### src/hw/uart_regbank_pkg.sv
// How it works
// - baud integer part is a 16-bit read-write field.
// - baud fractional part is a 4-bit read-write field.
// - timer reload is 24 bits, resets to all ones, upper bits zero.
// - timer count readable; overflow flag set when count reaches or passes reload.
// - custom parity: transmit word bit 8 goes out as the parity bit.
// - break field length in bit times is the written transmit word.
// - custom parity: received parity bit lands in receive word bit 8.
// - one read-write enable bit per interrupt source, except address match bit 5, clear-to-send level bit 7 and busy bit 8, which have none.
// - in LIN mode a received break field sets flag bit 11.
// - finished auto-baud detection sets flag bit 10.
// - busy bit 8 high while holding or shift register holds data.
// - bit 7 shows present clear-to-send level.
// - any clear-to-send level change sets flag bit 6.
// - received address match sets flag bit 5.
// - receive parity error sets flag bit 4.
// - receive stop-bit error sets flag bit 3.
// - completed receive frame sets flag bit 2.
// - completed transmit frame sets flag bit 1.
// - empty bit 0 high without buffered data, resets one, cleared by write.
// - writing zero to a clear-bank bit clears that flag; one does nothing.
package uart_regbank_pkg;

    // ***********************************
    // register offsets
    // ***********************************
    localparam logic [7:0] OFS_MODE = 8'h3c;
    localparam logic [7:0] OFS_IRQ_ENABLE = 8'h08;
    localparam logic [7:0] OFS_BAUD_INT = 8'h0c;
    localparam logic [7:0] OFS_BAUD_FRAC = 8'h10;
    localparam logic [7:0] OFS_TIMER_RELOAD = 8'h14;
    localparam logic [7:0] OFS_TIMER_COUNT = 8'h18;
    localparam logic [7:0] OFS_IRQ_FLAG = 8'h1c;
    localparam logic [7:0] OFS_FLAG_CLEAR = 8'h20;
    localparam logic [7:0] OFS_RECEIVE = 8'h24;
    localparam logic [7:0] OFS_TRANSMIT = 8'h28;

    // ***********************************
    // widths and field positions
    // ***********************************
    localparam int ADDR_W = 8;
    localparam int BAUD_INT_W = 16;
    localparam int BAUD_FRAC_W = 4;
    localparam int TIMER_W = 24;
    localparam int WORD_W = 9;
    localparam int FLAG_W = 12;
    localparam int BIT_BRK = 11;
    localparam int BIT_BAUD = 10;
    localparam int BIT_TIMER_OVERFLOW_FLAG = 9;
    localparam int BIT_BUSY = 8;
    localparam int BIT_CLEAR_TO_SEND_LEVEL = 7;
    localparam int BIT_CTS = 6;
    localparam int BIT_MATCH = 5;
    localparam int BIT_PE = 4;
    localparam int BIT_FE = 3;
    localparam int BIT_RC = 2;
    localparam int BIT_TC = 1;
    localparam int BIT_TXE = 0;
    localparam int BIT_MODE_PARITY = 0;
    localparam int BIT_MODE_LIN = 1;

    // ***********************************
    // reset values and masks
    // ***********************************
    localparam logic [23:0] RST_TIMER_RELOAD = 24'hff_ffff;
    localparam logic [11:0] IRQ_ENABLE_MASK = 12'he5f;
    localparam logic [11:0] STICKY_MASK = 12'he7e;
    localparam logic [11:0] CLEARABLE_MASK = 12'he5e;
    localparam logic [31:0] FLAG_CLEAR_READ = 32'h0000_0fff;

endpackage : uart_regbank_pkg

### src/hw/uart_register_status_bank.sv
// Design decision made here: the plain strobed port.
`timescale 1ns/1ns
module uart_register_status_bank (
    // clock and reset
    input wire logic i_ref_clk,
    input wire logic i_nrst,
    // register port
    input wire logic [uart_regbank_pkg::ADDR_W-1:0] i_addr,
    input wire logic [31:0] i_wdata,
    input wire logic i_wr,
    input wire logic i_rd,
    output logic [31:0] o_rdata,
    // clear-to-send pin
    input wire logic i_cts_pin,
    // receive engine events
    input wire logic i_rx_done,
    input wire logic [7:0] i_rx_data,
    input wire logic i_rx_parity,
    input wire logic i_rx_parity_err,
    input wire logic i_rx_frame_err,
    input wire logic i_rx_break,
    input wire logic i_rx_addr_match,
    input wire logic i_autobaud_done,
    // transmit engine handshake
    output logic o_tx_valid,
    input wire logic i_tx_take,
    input wire logic i_tx_shift_busy,
    input wire logic i_tx_done,
    output logic [uart_regbank_pkg::WORD_W-1:0] o_tx_word,
    output logic o_tx_parity_bit,
    output logic o_tx_custom_parity,
    output logic o_lin_mode,
    output logic [uart_regbank_pkg::WORD_W-1:0] o_break_bit_times,
    // timer engine control
    input wire logic i_timer_run,
    input wire logic i_timer_restart,
    // divisor outputs
    output logic [uart_regbank_pkg::BAUD_INT_W-1:0] o_baud_int_part,
    output logic [uart_regbank_pkg::BAUD_FRAC_W-1:0] o_baud_frac_part,
    // interrupt request
    output logic o_irq
);
    import uart_regbank_pkg::*;

    // ***********************************
    // state
    // ***********************************
    typedef struct packed {
        logic [1:0] mode;
        logic [FLAG_W-1:0] irq_enable_bank;
        logic [BAUD_INT_W-1:0] baud_int_part;
        logic [BAUD_FRAC_W-1:0] baud_frac_part;
        logic [TIMER_W-1:0] timer_reload;
        logic [TIMER_W-1:0] timer_count;
        logic [FLAG_W-1:0] sticky;
        logic [WORD_W-1:0] tx_word;
        logic tx_full;
        logic [WORD_W-1:0] receive_word;
        logic cts_s1;
        logic cts_s2;
        logic cts_prev;
        logic [31:0] rdata;
    } bank_s;

    bank_s state_q;
    bank_s state_d;

    logic [FLAG_W-1:0] flag_set;
    logic [FLAG_W-1:0] flag_clear;
    logic [FLAG_W-1:0] irq_flag_bank;
    logic timer_overflow_flag;
    logic transmit_busy_flag;
    logic transmit_empty_flag;
    logic clear_to_send_level;
    logic custom_parity;
    logic lin_mode;
    logic wr_transmit;
    logic sel_mode;
    logic sel_irq_enable;
    logic sel_baud_int;
    logic sel_baud_frac;
    logic sel_timer_reload;
    logic sel_timer_count;
    logic sel_irq_flag;
    logic sel_flag_clear;
    logic sel_receive;
    logic sel_transmit;
    logic we_mode;
    logic we_irq_enable;
    logic we_baud_int;
    logic we_baud_frac;
    logic we_timer_reload;
    logic we_flag_clear;
    logic re_receive;
    logic [31:0] rd_mux;
    logic [FLAG_W-1:0] sticky_next;
    logic [FLAG_W-1:0] irq_hit;
    logic [TIMER_W-1:0] timer_next;
    logic [WORD_W-1:0] rx_capture;

    // ***********************************
    // address decode
    // ***********************************
    // one-hot select; an unmapped offset selects nothing, so it reads zero and writes nowhere
    always_comb begin
        sel_mode = 1'b0;
        sel_irq_enable = 1'b0;
        sel_baud_int = 1'b0;
        sel_baud_frac = 1'b0;
        sel_timer_reload = 1'b0;
        sel_timer_count = 1'b0;
        sel_irq_flag = 1'b0;
        sel_flag_clear = 1'b0;
        sel_receive = 1'b0;
        sel_transmit = 1'b0;
        if (i_addr == OFS_MODE) begin
            sel_mode = 1'b1;
        end else if (i_addr == OFS_IRQ_ENABLE) begin
            sel_irq_enable = 1'b1;
        end else if (i_addr == OFS_BAUD_INT) begin
            sel_baud_int = 1'b1;
        end else if (i_addr == OFS_BAUD_FRAC) begin
            sel_baud_frac = 1'b1;
        end else if (i_addr == OFS_TIMER_RELOAD) begin
            sel_timer_reload = 1'b1;
        end else if (i_addr == OFS_TIMER_COUNT) begin
            sel_timer_count = 1'b1;
        end else if (i_addr == OFS_IRQ_FLAG) begin
            sel_irq_flag = 1'b1;
        end else if (i_addr == OFS_FLAG_CLEAR) begin
            sel_flag_clear = 1'b1;
        end else if (i_addr == OFS_RECEIVE) begin
            sel_receive = 1'b1;
        end else if (i_addr == OFS_TRANSMIT) begin
            sel_transmit = 1'b1;
        end
    end

    // read-only offsets get no write enable, so writes there fall away
    always_comb begin
        we_mode = i_wr & sel_mode;
        we_irq_enable = i_wr & sel_irq_enable;
        we_baud_int = i_wr & sel_baud_int;
        we_baud_frac = i_wr & sel_baud_frac;
        we_timer_reload = i_wr & sel_timer_reload;
        we_flag_clear = i_wr & sel_flag_clear;
        wr_transmit = i_wr & sel_transmit;
        re_receive = i_rd & sel_receive;
    end

    // ***********************************
    // read mux
    // ***********************************
    // transmit offset is write-only and falls through to zero
    always_comb begin
        rd_mux = 32'h0000_0000;
        if (sel_irq_enable) begin
            rd_mux = {20'h0_0000, state_q.irq_enable_bank};
        end else if (sel_baud_int) begin
            rd_mux = {16'h0000, state_q.baud_int_part};
        end else if (sel_baud_frac) begin
            rd_mux = {28'h000_0000, state_q.baud_frac_part};
        end else if (sel_timer_reload) begin
            rd_mux = {8'h00, state_q.timer_reload};
        end else if (sel_timer_count) begin
            rd_mux = {8'h00, state_q.timer_count};
        end else if (sel_irq_flag) begin
            rd_mux = {20'h0_0000, irq_flag_bank};
        end else if (sel_flag_clear) begin
            rd_mux = FLAG_CLEAR_READ;
        end else if (sel_receive) begin
            rd_mux = {23'h0, state_q.receive_word};
        end else if (sel_mode) begin
            rd_mux = {30'h0, state_q.mode};
        end
    end

    // ***********************************
    // per-flag logic
    // ***********************************
    for (genvar b = 0; b < FLAG_W; b++) begin : g_flag
        if (STICKY_MASK[b]) begin : g_sticky
            // set beats clear when both land in one cycle
            assign sticky_next[b] = flag_set[b] | (state_q.sticky[b] & ~flag_clear[b]);
        end else begin : g_live
            // live bits hold no state of their own
            assign sticky_next[b] = 1'b0;
        end
        assign irq_hit[b] = irq_flag_bank[b] & state_q.irq_enable_bank[b];
    end

    // ***********************************
    // timer and receive helpers
    // ***********************************
    always_comb begin
        timer_next = state_q.timer_count;
        // restart beats run; the count parks once it reaches the reload value
        if (i_timer_restart) begin
            timer_next = '0;
        end else if (i_timer_run && !timer_overflow_flag) begin
            timer_next = state_q.timer_count + 24'h00_0001;
        end
        // without custom parity the ninth bit stays zero
        rx_capture = {custom_parity & i_rx_parity, i_rx_data};
    end

    // ***********************************
    // status view
    // ***********************************
    always_comb begin
        custom_parity = state_q.mode[BIT_MODE_PARITY];
        lin_mode = state_q.mode[BIT_MODE_LIN];
        clear_to_send_level = state_q.cts_s2;
        // level compare, not an edge, so a late reload change is still caught
        timer_overflow_flag = (state_q.timer_count >= state_q.timer_reload);
        transmit_busy_flag = state_q.tx_full | i_tx_shift_busy;
        transmit_empty_flag = ~state_q.tx_full;

        flag_set = '0;
        flag_set[BIT_BRK] = i_rx_break & lin_mode;
        flag_set[BIT_BAUD] = i_autobaud_done;
        flag_set[BIT_TIMER_OVERFLOW_FLAG] = timer_overflow_flag;
        flag_set[BIT_CTS] = state_q.cts_s2 ^ state_q.cts_prev;
        flag_set[BIT_MATCH] = i_rx_addr_match;
        flag_set[BIT_PE] = i_rx_parity_err;
        flag_set[BIT_FE] = i_rx_frame_err;
        flag_set[BIT_RC] = i_rx_done;
        flag_set[BIT_TC] = i_tx_done;

        flag_clear = '0;
        if (we_flag_clear) begin
            flag_clear = ~i_wdata[FLAG_W-1:0] & CLEARABLE_MASK;
        end
        // match has no clear-bank bit; reading the received word retires it
        if (re_receive) begin
            flag_clear[BIT_MATCH] = 1'b1;
        end

        irq_flag_bank = state_q.sticky & STICKY_MASK;
        irq_flag_bank[BIT_BUSY] = transmit_busy_flag;
        irq_flag_bank[BIT_CLEAR_TO_SEND_LEVEL] = clear_to_send_level;
        irq_flag_bank[BIT_TXE] = transmit_empty_flag;
    end

    // ***********************************
    // next state
    // ***********************************
    always_comb begin
        state_d = state_q;

        // two-stage sync; only the second stage feeds logic
        state_d.cts_s1 = i_cts_pin;
        state_d.cts_s2 = state_q.cts_s1;
        state_d.cts_prev = state_q.cts_s2;

        state_d.sticky = sticky_next;
        state_d.timer_count = timer_next;

        if (i_rx_done) begin
            state_d.receive_word = rx_capture;
        end

        // engine take and a new write in one cycle: the write refills the buffer
        if (wr_transmit) begin
            state_d.tx_word = i_wdata[WORD_W-1:0];
            state_d.tx_full = 1'b1;
        end else if (i_tx_take && state_q.tx_full) begin
            state_d.tx_full = 1'b0;
        end

        if (we_irq_enable) begin
            state_d.irq_enable_bank = i_wdata[FLAG_W-1:0] & IRQ_ENABLE_MASK;
        end
        if (we_baud_int) begin
            state_d.baud_int_part = i_wdata[BAUD_INT_W-1:0];
        end
        if (we_baud_frac) begin
            state_d.baud_frac_part = i_wdata[BAUD_FRAC_W-1:0];
        end
        if (we_timer_reload) begin
            state_d.timer_reload = i_wdata[TIMER_W-1:0];
        end
        if (we_mode) begin
            state_d.mode = i_wdata[1:0];
        end

        // read data stand for exactly the cycle after the strobe
        state_d.rdata = i_rd ? rd_mux : 32'h0000_0000;

        if (!i_nrst) begin
            state_d = '0;
            state_d.timer_reload = RST_TIMER_RELOAD;
        end
    end

    always_ff @(posedge i_ref_clk) begin
        state_q <= state_d;
    end

    // ***********************************
    // outputs
    // ***********************************
    always_comb begin
        o_rdata = state_q.rdata;
        o_baud_int_part = state_q.baud_int_part;
        o_baud_frac_part = state_q.baud_frac_part;
        o_tx_valid = state_q.tx_full;
        o_tx_word = state_q.tx_word;
        o_tx_custom_parity = custom_parity;
        // engine uses its own parity unless custom is selected
        o_tx_parity_bit = custom_parity & state_q.tx_word[WORD_W-1];
        o_lin_mode = lin_mode;
        o_break_bit_times = state_q.tx_word;
        o_irq = |irq_hit;
    end

endmodule : uart_register_status_bank

### config.mk
export PLATFORM = sky130hd
export DESIGN_NAME = uart_register_status_bank
export DESIGN_NICKNAME = d
export VERILOG_FILES = /design/src/hw/uart_regbank_pkg.sv /design/src/hw/uart_register_status_bank.sv
export SDC_FILE = /design/constraint.sdc
export NUM_CORES = 1
export LEC_CHECK = 0
export BUFFER_PORTS_ARGS = -buffer_cell sky130_fd_sc_hd__buf_2
export CAP_MARGIN = 15
export CELL_PAD_IN_SITES_DETAIL_PLACEMENT = 1
export CELL_PAD_IN_SITES_GLOBAL_PLACEMENT = 2
export CORE_ASPECT_RATIO = 1.25
export CORE_MARGIN = 2
export CORE_UTILIZATION = 35
export DETAILED_ROUTE_END_ITERATION = 10
export HOLD_SLACK_MARGIN = 0.1
export PLACE_DENSITY_LB_ADDON = 0.3
export RECOVER_POWER = 50
export SKIP_CTS_REPAIR_TIMING = 1
export SYNTH_ARGS = -nofsm -noshare
export SYNTH_HDL_FRONTEND = slang
export SYNTH_SLANG_ARGS = --single-unit
### constraint.sdc
create_clock -name i_ref_clk -period 4 [get_ports i_ref_clk]
set_clock_uncertainty 0.15 [all_clocks]
set_input_delay 0.4 -clock i_ref_clk [delete_from_list [all_inputs] [get_ports i_ref_clk]]
set_output_delay 0.4 -clock i_ref_clk [all_outputs]
set_load 0.005 [all_outputs]
# Yosys cells after proc, flatten, opt, wreduce, memory -nomap -nowiden
# Index checks and enable logic that the tools add are counted.
[totals]
regBits = 142
wordCells = 163
[classes]
mux = 68
order_cmp = 1
bitwise = 54
n_eq_ne = 10
addsub = 1
reduce_logical = 11
[op_table]
columns = ["op", "n"]
rows = [
  ["$mux 1", 58],
  ["$mux 12", 4],
  ["$mux 24", 2],
  ["$eq 8x5->1 const B", 4],
  ["$eq 8x6->1 const B", 4],
  ["$mux 16", 2],
  ["$and 1x1->1", 29],
  ["$add 24x1->24 const B", 1],
  ["$ge 24x24->1", 1],
  ["$eq 8x4->1 const B", 2],
  ["$not 1->1", 13],
  ["$not 12->12", 1],
  ["$or 1x1->1", 10],
  ["$reduce_or 10->1", 1],
  ["$mux 9", 1],
  ["$reduce_or 9->1", 1],
  ["$reduce_or 5->1", 1],
  ["$reduce_or 2->1", 2],
  ["$reduce_or 3->1", 1],
  ["$logic_and 1x1->1", 2],
  ["$mux 2", 1],
  ["$reduce_and 2->1", 1],
  ["$reduce_bool 2->1", 1],
  ["$logic_not 1->1", 1],
  ["$xor 1x1->1", 1],
]

# Longest topological paths before layout
# Gate-level depths: netlist of the first run.
[depth]
word_depth = 18
depth_mapped = 11

# Worst setup path before layout of the first run
# OpenSTA, ideal clock, no wires.
[synth_path]
path_type = "flip-flop to flip-flop"
start = "register state_q[79] (netlist bit)"
end = "register state_q[88] (netlist bit)"
arrival_ps = 2404
path_stages_with_launch = 10
path_buffers = 1
slack_ps = 1376
period_less_slack_ps = 2624
path_cell_list = "dfxtp_1 -> ha_1 -> a211oi_1 -> nor2_1 -> or3_1 -> a211oi_2 -> a2bb2oi_2 -> buf_6 -> or4_1 -> a21oi_1"
[synth_via]
elab_chain_cells = 3
elab_cells_between_ends = 4
classes_between = "add/sub (1); order compare (1); reduce/logical (2)"
[synth_rtl]
columns = ["item", "line", "source"]
rows = [
  ["start, declared", "uart_register_status_bank.sv:65", "bank_s state_q;"],
  ["start signal, assigned", "uart_register_status_bank.sv:297", "state_q <= state_d;"],
  ["$ge 24x24->1", "uart_register_status_bank.sv:215", "timer_overflow_flag = (state_q.timer_count >= state_q.timer_reload);"],
  ["$logic_not 1->1", "uart_register_status_bank.sv:200", "end else if (i_timer_run && !timer_overflow_flag) begin"],
  ["$logic_and 1x1->1", "uart_register_status_bank.sv:200", ""],
]
# Parallel ways exist; a longest one is shown, timed or not.
# A chain may end at the register's enable or synchronous reset.

# Worst setup path in the final report of the first run
[layout_path]
start = "input port i_nrst"
end = "register state_q (netlist bit o_baud_int_part[1])"
[layout_lines]
columns = ["item", "line", "source"]
rows = [
  ["start, declared", "uart_register_status_bank.sv:6", "input wire logic i_nrst,"],
]
# No word-level cell between the ends.

==> results of run 1 <==
-- kinds of logic (layout without fill, tap and decap cells) --
kind of cell               after synthesis  after routing  share of synthesized area (%)
and+or+nand+nor                        256            256                           18.0
AOI/OAI and AO/OA                      213            213                           19.3
buffers and inverters                  146            227                           12.3
DFF                                    134            134                           39.6
muxes                                   39             39                           5.82
adders and majority gates               25             25                           4.62
xor gates and xnor gates                 2              2                          0.259
other                                    1              8                         0.0554
-- through the flow --
step | hold slack, ps | power (mW) | utilization (%) | cell area (sq um) | worst slack [ps]
after floorplan | 262 | 1.47 | - | 6800 | 1380
after global placement | 267 | 1.53 | 37.6 | 7080 | 1010
after detailed placement | 278 | 1.54 | 37.6 | 7080 | 911
after CTS | 37.5 | 3.10 | 40.7 | 7670 | 898
after global routing | 105 | 3.19 | 41.8 | 7880 | 409
final | 87.8 | 3.09 | 41.8 | 7880 | 747
-- final timing paths --
path	start	end	slack, ps
worst max register to register	state_q[73]$_SDFFE_PP0P_	state_q[89]$_SDFFE_PP0P_	870
worst min register to register	state_q[34]$_SDFF_PN0_	clear_to_send_level$_SDFF_PN0_	290
worst min-delay path	i_rx_data[3]	state_q[38]$_SDFFE_PN0P_	90
worst max-delay path	i_nrst	o_baud_int_part[1]$_SDFFE_PN0P_	750
-- layout by cell type (no fill, tap or decap), types with 5 or more instances in the layout --
cell type      synthesis  final
and3_1                 9      9
nand4_1                6      6
conb_1                 1      8
or3_1                  9      9
dlygate4sd3_1          0     25
o21ai_0               40     41
clkbuf_1              31     27
nor2_1                66     66
a22oi_1               16     16
buf_2                  5     98
mux2i_1               36     36
ha_1                  25     25
nand3_1               21     21
nor3_1                 7      7
o211ai_1              29     29
clkbuf_16              0     17
nand2_1               96     96
o31ai_1               12     12
inv_1                 34     35
o21ai_1               15     14
a21oi_1               75     75
and2_1                 7      5
dfxtp_1              134    134
or4_1                 13     13
a221oi_1               8      8
buf_4                 73      9
-- critical path: cells and delay by family --
kind / cells / cell delay (ps)
AOI/OAI and AO/OA: 1 / 160
buffers and inverters: 4 / 2850
-- layer usage --
layer | up-vias | share of wire [%] | global-route usage (%)
met5 | - | 0 | 0
met4 | 0 | 2.2 | 7.14
met3 | 28 | 3.7 | 4.37
met2 | 144 | 52 | 38.7
met1 | 2981 | 42 | 24.5
li1 | 2967 | - | -
-- cell type report --
cell class,instances,area (sq um)
inverter,36,135
fill,2279,11000
multi-input combinational,543,3270
clock buffer,18,439
tap,232,290
timing repair buffer,159,910
sequential,134,2680
clock inverter,14,150
-- state kept, by name, indices dropped and copies added, names as in the netlist --
register,cells
o_tx_valid,1
o_rdata,24
clear_to_send_level,1
state_q,68
o_lin_mode,1
o_tx_custom_parity,1
o_baud_frac_part,4
o_baud_int_part,16
o_break_bit_times,9
irq_flag_bank,9
-- cells in the mapped netlist (9+ instances only) --
library cell / count / area (sq um)
o21ai_1: 15 / 75.1
and3_1: 9 / 56.3
o31ai_1: 12 / 90.1
nand2_1: 96 / 360
or4_1: 13 / 97.6
dfxtp_1: 134 / 2680
buf_4: 73 / 548
a22oi_1: 16 / 120
o211ai_1: 29 / 218
ha_1: 25 / 313
mux2i_1: 36 / 360
o21ai_0: 40 / 200
or3_1: 9 / 56.3
a21oi_1: 75 / 375
clkbuf_1: 31 / 116
nor2_1: 66 / 248
inv_1: 34 / 128
nand3_1: 21 / 105
-- power by group through the flow --
stage          logic (mW)  clock network [mW]  registers, mW
3_3_place_gp        0.143                   0           1.39
6_report            0.165                1.57           1.36
4_1_cts             0.148                1.59           1.36
5_1_grt             0.182                1.65           1.36
3_5_place_dp        0.147                   0           1.39
2_1_floorplan      0.0846                   0           1.38
==> results.md, run 1 <==
- # DRC: 0
- Clk_lat worst skew: 430 ps
- Hpwl dp: 16100 um
- Slew margin rel.: 0.893%
- Core area: 18800 sq um
- Global-route wire length before repair: 33700 um
- Chip height: 159 um
- Crit path DAT: 3460 ps
- Wire length per cell: 19.2 um
- Root Buffer: clkbuf_16
- Sequential area share after synthesis: 39.6%
- Total Die Area: 20500 sq um
- Clock Sink Count: 134
- Cell Chain, Critical Path: clkbuf_1, clkbuf_1, inv_1, buf_4, a21oi_1
- Switching pwr: 0.741 mW
- Worst slew pin tran: 1490 ps
- Diode count: 0
- Critical Path Source Type: input port
- Worst setup EP type: flop
- Area delta synth->final: 16.4%
- Worst hold-check path type: input port to flop
- Total grt overflow: 0
- Via count of the routed design: 6120
- Final setup TNS: 0 ps
- Longest Clk Path Bufs: 2
- Fmax: 307 MHz
- Total CTS buffers: 17
- Leak pwr: 3.41 nW
- Remaining antenna violation count: 0
- Vias/cell: 5.39
- Post-synth EDFFs: 0
- Drt total wl: 21800 um
- Layout cells sized above 1: 16.4%
- Crit-path slowest cell: inv_1
- DIE WIDTH: 128 um
- I/O pin total: 140
- DP Cell Count: 1079
- Number of core rows: 56
- Mapped Cells: 816
- Fin cells: 1136
- GRT Resource Usage Total: 21.3%
- DRT iter0 DRCs: 393
- Worst-path clk slew: 60 ps
- Max-cap violations: 0
- PortBufs: 123
- Logic pwr share: 5.3%
- Critical path required time: 4200 ps
- Initial Utilization: 35.9%
- Final nets: 981
- GP Congestion: 0.872
- Synth Warn #: 0
- Final min period: 3250 ps
- RSZ-0062 raised after global routing: no
- FF-to-FF path depth: 9
- Fin crit share: 81.3%
- Switching share of power: 24.0%
- Syn Std Cell Area: 6770 sq um
- Final Hold Fails: 0
- Final setup fails: 0
- Critical path class: input port to flop
- Internal power: 2.35 mW
- Vias in the first global route: 6256
- CP peak stage delay: 1130 ps
- Max Slew Vio Count: 0
- Netlist cell types: 54
- Initial DRT Pass Iterations: 5
- Post-synthesis async set-or-reset flop share: 0%
- Synth Flop Type: dfxtp_1
- Antenna violations before repair: 0
- CTS tree: built
- Power Dens Cells: 392 nW/um^2
- Synth Register Bits: 134
- Worst VDD drop: 0.000282 V
- Outcome: finished, final reports clean
- Hold path depth: 3
- Largest net degree at the start of global routing: 47
- Sequential Power Share: 44.0%
- H-tree depth reported by CTS: 4
- Most used cell, CP: clkbuf_1
- Avg Cell Area, Syn: 8.30 sq um
- Clock Power Share: 50.7%
- Crit-path max FO: 40
Power figures use the tool's default switching activity.
==> run 2, diff against run 1 <==
Settings changed: CORE_UTILIZATION 35 to 32.
Clock period 4 ns to 3 ns, I/O delays scaled along.
==> run 2 against run 1 <==
Utilization is 1.8 points lower. Wire length is 2.5% higher. Clock power is 27% higher. Critical path depth is 5 higher. Via count is 1.8% higher. Sequential share of layout area is 1.8 points lower. Clock-buffer cell count stayed put. Critical path type is now flop to flop. Largest cell class unchanged.
==> results.md, run 2 (synthesis results as in run 1) <==
- Diode count: 0 (unchanged)
- Clock Sink Count: 134 (unchanged)
- CTS tree: built (unchanged)
- Total Die Area: 22300 sq um (was 20500 sq um)
- GRT Resource Usage Total: 19.8% (was 21.3%)
- Final setup fails: 0 (unchanged)
- Vias in the first global route: 6140 (was 6256)
- Worst hold-check path type: input port to flop (unchanged)
- Worst setup EP type: flop (unchanged)
- DRT iter0 DRCs: 305 (was 393)
- GP Congestion: 0.843 (was 0.872)
- Fill cell count: 2511 (was 2279)
- Max-cap violations: 0 (unchanged)
- I/O pin total: 140 (unchanged)
- Clk_lat worst skew: 420 ps (was 430 ps)
- Register with the most flip-flops: state_q (unchanged)
- Fin util: 40.0% (was 41.8%)
- Total grt overflow: 0 (unchanged)
- H-tree depth reported by CTS: 4 (unchanged)
- Layout cells sized above 1: 18.0% (was 16.4%)
- Largest net degree at the start of global routing: 49 (was 47)
- Most common cell after layout, fill and taps aside: dfxtp_1 (unchanged)
- Longest Clk Path Bufs: 2 (unchanged)
- Largest register FFs: 68 (unchanged)
- Core area: 20800 sq um (was 18800 sq um)
- Worst-path clk slew: 60 ps (about the same)
- Outcome: finished, final reports clean (unchanged)
- Remaining antenna violation count: 0 (unchanged)
- DIE WIDTH: 134 um (was 128 um)
- Via count of the routed design: 6229 (was 6120)
- Critical path class: flop to flop (was input port to flop)
- Leak pwr: 3.60 nW (was 3.41 nW)
- Root Buffer: clkbuf_16 (unchanged)
- Initial DRT Pass Iterations: 4 (was 5)
- Crit path DAT: 3030 ps (was 3460 ps)
- Max Slew Vio Count: 0 (unchanged)
- Final Hold Fails: 0 (unchanged)
- Final min period: 2840 ps
- Final setup TNS: 0 ps (unchanged)
- Critical Path Source Type: flop (was input port)
- Global-route wire length before repair: 34200 um (was 33700 um)
- Chip height: 167 um (was 159 um)
- RSZ-0062 raised after global routing: no (unchanged)
- Critical path required time: 3190 ps (was 4200 ps)
- Most frequent cells in the layout: 134 x dfxtp_1, 96 x nand2_1, 90 x buf_2 (was 134 x dfxtp_1, 98 x buf_2, 96 x nand2_1)
- PortBufs: 123 (unchanged)
- Slew margin rel.: 19.5% (was 0.893%)
- # DRC: 0 (unchanged)
- Drt total wl: 22400 um (was 21800 um)
- Crit-path max FO: 46 (was 40)
- Wire length per cell: 18.3 um (was 19.2 um)
- Area delta synth->final: 23.0% (was 16.4%)
- Total CTS buffers: 17 (unchanged)
- Fmax: 352 MHz
- Fin crit share: 94.8%
- Hpwl dp: 16200 um (was 16100 um)
- Power Dens Cells: 488 nW/um^2 (was 392 nW/um^2)
- Worst slew pin tran: 1210 ps (was 1490 ps)
- Worst VDD drop: 0.000373 V (was 0.000282 V)
- Vias/cell: 5.08 (was 5.39)
- Number of core rows: 59 (was 56)
- Antenna violations before repair: 0 (unchanged)
- Final nets: 1028 (was 981)
- Initial Utilization: 32.5% (was 35.9%)
[run 2: cell types whose count changed in the layout (fill, tap and decap cells not counted), moves of 2 or more]
cell,change
dlygate4sd3_1,+17
buf_4,+27
buf_2,-8
clkbuf_1,+9
clkinv_4,+2
buf_12,+2
[run 2: layout make-up]
type	instances	area [sq um]	share of cell area, %
clock buffer	18	439	5.28
clock inverter	14	126	1.52
inverter	36	135	1.62
multi-input combinational	543	3280	39.4
sequential	134	2680	32.2
tap	274	343	4.12
timing repair buffer	206	1320	15.8
[run 2: worst paths after layout]
| kind | slack, ps | startpoint | cells after the start | end |
|---|---|---|---|---|
| max | 160 | state_q[97]$_SDFFE_PN1P_ | 10 | state_q[79]$_SDFFE_PP0P_ |
| min | 130 | i_rx_done | 3 | irq_flag_bank[2]$_SDFF_PN0_ |
| max reg2reg | 160 | state_q[97]$_SDFFE_PN1P_ | 10 | state_q[79]$_SDFFE_PP0P_ |
| min reg2reg | 290 | state_q[34]$_SDFF_PN0_ | 1 | clear_to_send_level$_SDFF_PN0_ |
[run 2: metal layers]
| layer | GRT usage (%) | vias to the layer above | wire length (um) |
|---|---|---|---|
| met5 | 0 | - | 0 |
| met3 | 3.96 | 20 | 707 |
| met1 | 23.8 | 3033 | 9620 |
| met2 | 35.1 | 118 | 11600 |
| li1 | - | 3058 | - |
| met4 | 7.05 | 0 | 482 |
[run 2: worst max-delay path, cell delays in order (launching register included)]
cell and delay (ps):
dfxtp_1 340, inv_1 70, ha_1 300, a21oi_1 270
nor3_1 70, or3_1 320, a211oi_2 260, a2bb2oi_2 120
buf_12 180, or4_1 510, a21oi_1 170
[run 2: stage by stage]
| step | cells | hold slack (ps) | power [mW] | instance area (sq um) | worst slack (ps) |
|---|---|---|---|---|---|
| 2_1_floorplan | 823 | 262 | 1.96 | 6800 | 376 |
| 3_5_place_dp | 1151 | 280 | 2.06 | 7400 | 104 |
| 5_1_grt | 1225 | 145 | 4.22 | 8320 | 41.6 |
| 3_3_place_gp | 1151 | 266 | 2.06 | 7400 | 212 |
| 4_1_cts | 1183 | -75.3 | 4.06 | 7960 | 89.9 |
| 6_report | 1225 | 127 | 4.06 | 8320 | 157 |
[run 2: report_power, final]
part           switching (mW)  internal, mW  total (mW)
combinational           0.142         0.104       0.246
sequential             0.0130          1.80        1.81
clock                   0.837          1.17        2.00
==> run 3, diff against run 2 <==
Settings changed: ABC_AREA set to 1.
==> run 3 against run 2 <==
Sequential share of layout area fell by 1.8 points. Worst hold slack lost 58 ps. Synthesized area rose by 10%. Total power increased by 1.4%. Maximum frequency increased by 11%. First-iteration DRC count fell by 5.9%. Cell area grew 6.0%. Wire length increased by 8.7%. Critical path type is now input port to flop. Critical endpoint is now irq_flag_bank[4]$_SDFF_PN0_.
==> results.md, run 3 <==
- Global-route wire length before repair: 37500 um (was 34200 um)
- Final min period: 2550 ps (was 2840 ps)
- Chip height: 175 um (was 167 um)
- Max Slew Vio Count: 0 (unchanged)
- GRT Resource Usage Total: 19.7% (was 19.8%)
- Largest family of logic cells by synthesized area: simple AND/OR/NAND/NOR gates (was compound AO/OA/AOI/OAI gates)
- Mux share of post-synthesis cell area: 0% (was 5.82%)
- Power Total: 4.11 mW (was 4.06 mW)
- # DRC: 0 (unchanged)
- Drt total wl: 24300 um (was 22400 um)
- Longest Clk Path Bufs: 2 (unchanged)
- Most common cell after layout, fill and taps aside: nand2_1 (was dfxtp_1)
- Post-synthesis xor/xnor area fraction: 1.88% (was 0.259%)
- CP peak stage delay: 830 ps (was 510 ps)
- Area delta synth->final: 18.3% (was 23.0%)
- Core area: 23000 sq um (was 20800 sq um)
- Post-synth top area cell: dfxtp_1 (unchanged)
- Critical Path Source Type: input port (was flop)
- Synth Warn #: 0 (unchanged)
- Crit path DAT: 2780 ps (was 3030 ps)
- Total Die Area: 24500 sq um (was 22300 sq um)
- Final nets: 1206 (was 1028)
- Final setup TNS: 0 ps (unchanged)
- Worst-path clk slew: 60 ps (about the same)
- Power Dens Cells: 466 nW/um^2 (was 488 nW/um^2)
- Diode count: 0 (unchanged)
- Post-Synth Adder-Cell Area: 4.20% (was 4.62%)
- Synth Flop Type: dfxtp_1 (unchanged)
- Worst setup EP type: flop (unchanged)
- Wire length per cell: 17.2 um (was 18.3 um)
- Remaining antenna violation count: 0 (unchanged)
- Layout cells sized above 1: 19.2% (was 18.0%)
- DIE WIDTH: 141 um (was 134 um)
- GP Congestion: 0.820 (was 0.843)
- Compound-gate portion of the synthesized area: 17.5% (was 19.3%)
- Vias in the first global route: 6890 (was 6140)
- Avg Cell Area, Syn: 7.41 sq um (was 8.30 sq um)
- Syn Std Cell Area: 7450 sq um (was 6770 sq um)
- Critical path class: input port to flop (was flop to flop)
- Most frequent cell after synthesis: nand2_1 (was dfxtp_1)
- Final Hold Fails: 0 (unchanged)
- Final setup fails: 0 (unchanged)
- Slew margin rel.: 23.0% (was 19.5%)
- Initial DRT Pass Iterations: 5 (was 4)
- Antenna violations before repair: 0 (unchanged)
- H-tree depth reported by CTS: 4 (unchanged)
- Crit-path max FO: 27 (was 46)
- Vias/cell: 4.85 (was 5.08)
- Reg-to-reg slack, setup: 610 ps (was 160 ps)
- Largest register FFs: 68 (unchanged)
- Via count of the routed design: 6877 (was 6229)
- Max-cap violations: 0 (unchanged)
- Number of core rows: 62 (was 59)
- I/O pin total: 140 (unchanged)
- Post-synth EDFFs: 0 (unchanged)
- Worst hold-check path type: input port to flop (unchanged)
- Sequential area share after synthesis: 36.0% (was 39.6%)
- Post-synthesis async set-or-reset flop share: 0% (unchanged)
- Post-synthesis simple-gate area fraction: 25.0% (was 18.0%)
- Hpwl dp: 18200 um (was 16200 um)
- CP delay by family, top: buffers and inverters (was simple AND/OR/NAND/NOR gates)
- Outcome: finished, final reports clean (unchanged)
- Total CTS buffers: 17 (unchanged)
- Leak pwr: 4.12 nW (was 3.60 nW)
- Top cells by area, synth: dfxtp_1 36%, nand2_1 10%, buf_4 7.3%, a21oi_1 6.4%, nor2_1 5.1% (was dfxtp_1 40%, buf_4 8.1%, a21oi_1 5.5%, mux2i_1 5.3%, nand2_1 5.3%)
- Clock Sink Count: 134 (unchanged)
- CTS tree: built (unchanged)
- Synth Register Bits: 134 (unchanged)
- Netlist cell types: 44 (was 54)
- Total grt overflow: 0 (unchanged)
- Mapped Cells: 1006 (was 816)
- Synth top area share: 36.0% (was 39.6%)
- DRT iter0 DRCs: 287 (was 305)
- Clk_lat worst skew: 430 ps (was 420 ps)
- Register with the most flip-flops: state_q (unchanged)
- Fmax: 392 MHz (was 352 MHz)
- Worst slew pin tran: 1160 ps (was 1210 ps)
- Initial Utilization: 32.5% (about the same)
- Cell Chain, Critical Path: clkbuf_1, clkinv_1, clkbuf_2, a21oi_1, dlygate4sd3_1 (was inv_1, ha_1, a21oi_1, nor3_1, or3_1, a211oi_2, a2bb2oi_2, buf_12, or4_1, a21oi_1)
- Crit-path slowest cell: clkbuf_1 (was or4_1)
- PortBufs: 123 (unchanged)
- Largest net degree at the start of global routing: 32 (was 49)
- Most frequent cells in the layout: 205 x nand2_1, 134 x dfxtp_1, 102 x nor2_1 (was 134 x dfxtp_1, 96 x nand2_1, 90 x buf_2)
- Critical path required time: 3230 ps (was 3190 ps)
- Root Buffer: clkbuf_16 (unchanged)
- Top cells by count, synth: 205 x nand2_1, 134 x dfxtp_1, 102 x nor2_1 (was 134 x dfxtp_1, 96 x nand2_1, 75 x a21oi_1)
- RSZ-0062 raised after global routing: no (unchanged)
- Worst VDD drop: 0.000362 V (was 0.000373 V)
- Worst path bufs/invs: 4 (was 2)
- Fin crit share: 85.0% (was 94.8%)
run 3: final cells by class:
type / instances / area, sq um
clock buffer: 20 / 447
fill: 2863 / 14100
timing repair buffer: 190 / 1180
inverter: 102 / 390
clock inverter: 12 / 120
tap: 288 / 360
multi-input combinational: 671 / 3640
sequential: 134 / 2680
run 3: metrics by stage:
stage          util, %  hold WS, ps  setup slack [ps]  cell area, sq um  instances
5_1_grt           38.4          124               206              8820       1417
2_1_floorplan        -          240              1110              7480       1013
3_3_place_gp      34.3          271               648              7880       1342
3_5_place_dp      34.3          260               615              7880       1342
4_1_cts           36.8        -86.4               595              8450       1374
6_report          38.4         68.6               449              8820       1417
run 3: worst paths after layout:
path | from | to | cells after the start
worst max-delay path | i_nrst | irq_flag_bank[4]$_SDFF_PN0_ | 5
worst min-delay path | i_rx_parity | state_q[43]$_SDFFE_PN0P_ | 3
worst max register to register | state_q[105]$_SDFFE_PN1P_ | state_q[78]$_SDFFE_PP0P_ | 11
worst min register to register | state_q[34]$_SDFF_PN0_ | clear_to_send_level$_SDFF_PN0_ | 2
run 3: logic make-up (layout without fill, tap and decap cells):
| group | after synthesis | after routing |
|---|---|---|
| other | 1 | 8 |
| flip-flops | 134 | 134 |
| buffers and inverters | 208 | 324 |
| adder cells (fa/ha/maj) | 25 | 25 |
| AO/OA/AOI/OAI | 224 | 224 |
| XOR/XNOR | 16 | 16 |
| AND/OR/NAND/NOR | 398 | 398 |
run 3: worst register-to-register path, delay by kind of cell (launching register included):
kind	cells	cell delay [ps]
adder cells (fa/ha/maj)	1	290
buffers and inverters	1	70
AND/OR/NAND/NOR	7	1130
AO/OA/AOI/OAI	2	260
flip-flops	1	330
run 3: where the power goes:
group,internal (mW),switching [mW]
Combinational,0.0989,0.153
Clock,1.18,0.874
Sequential,1.80,0.0120
Total,3.08,1.04
run 3: per-layer routing:
| metal | routed length [um] | track usage (%) | part of all wire, % | vias up |
|---|---|---|---|---|
| li1 | - | - | - | 3437 |
| met1 | 10300 | 22.6 | 42 | 3273 |
| met2 | 12900 | 37.1 | 53 | 135 |
| met3 | 685 | 3.34 | 2.8 | 32 |
| met4 | 501 | 6.25 | 2.1 | 0 |
| met5 | 0 | 0 | 0 | - |
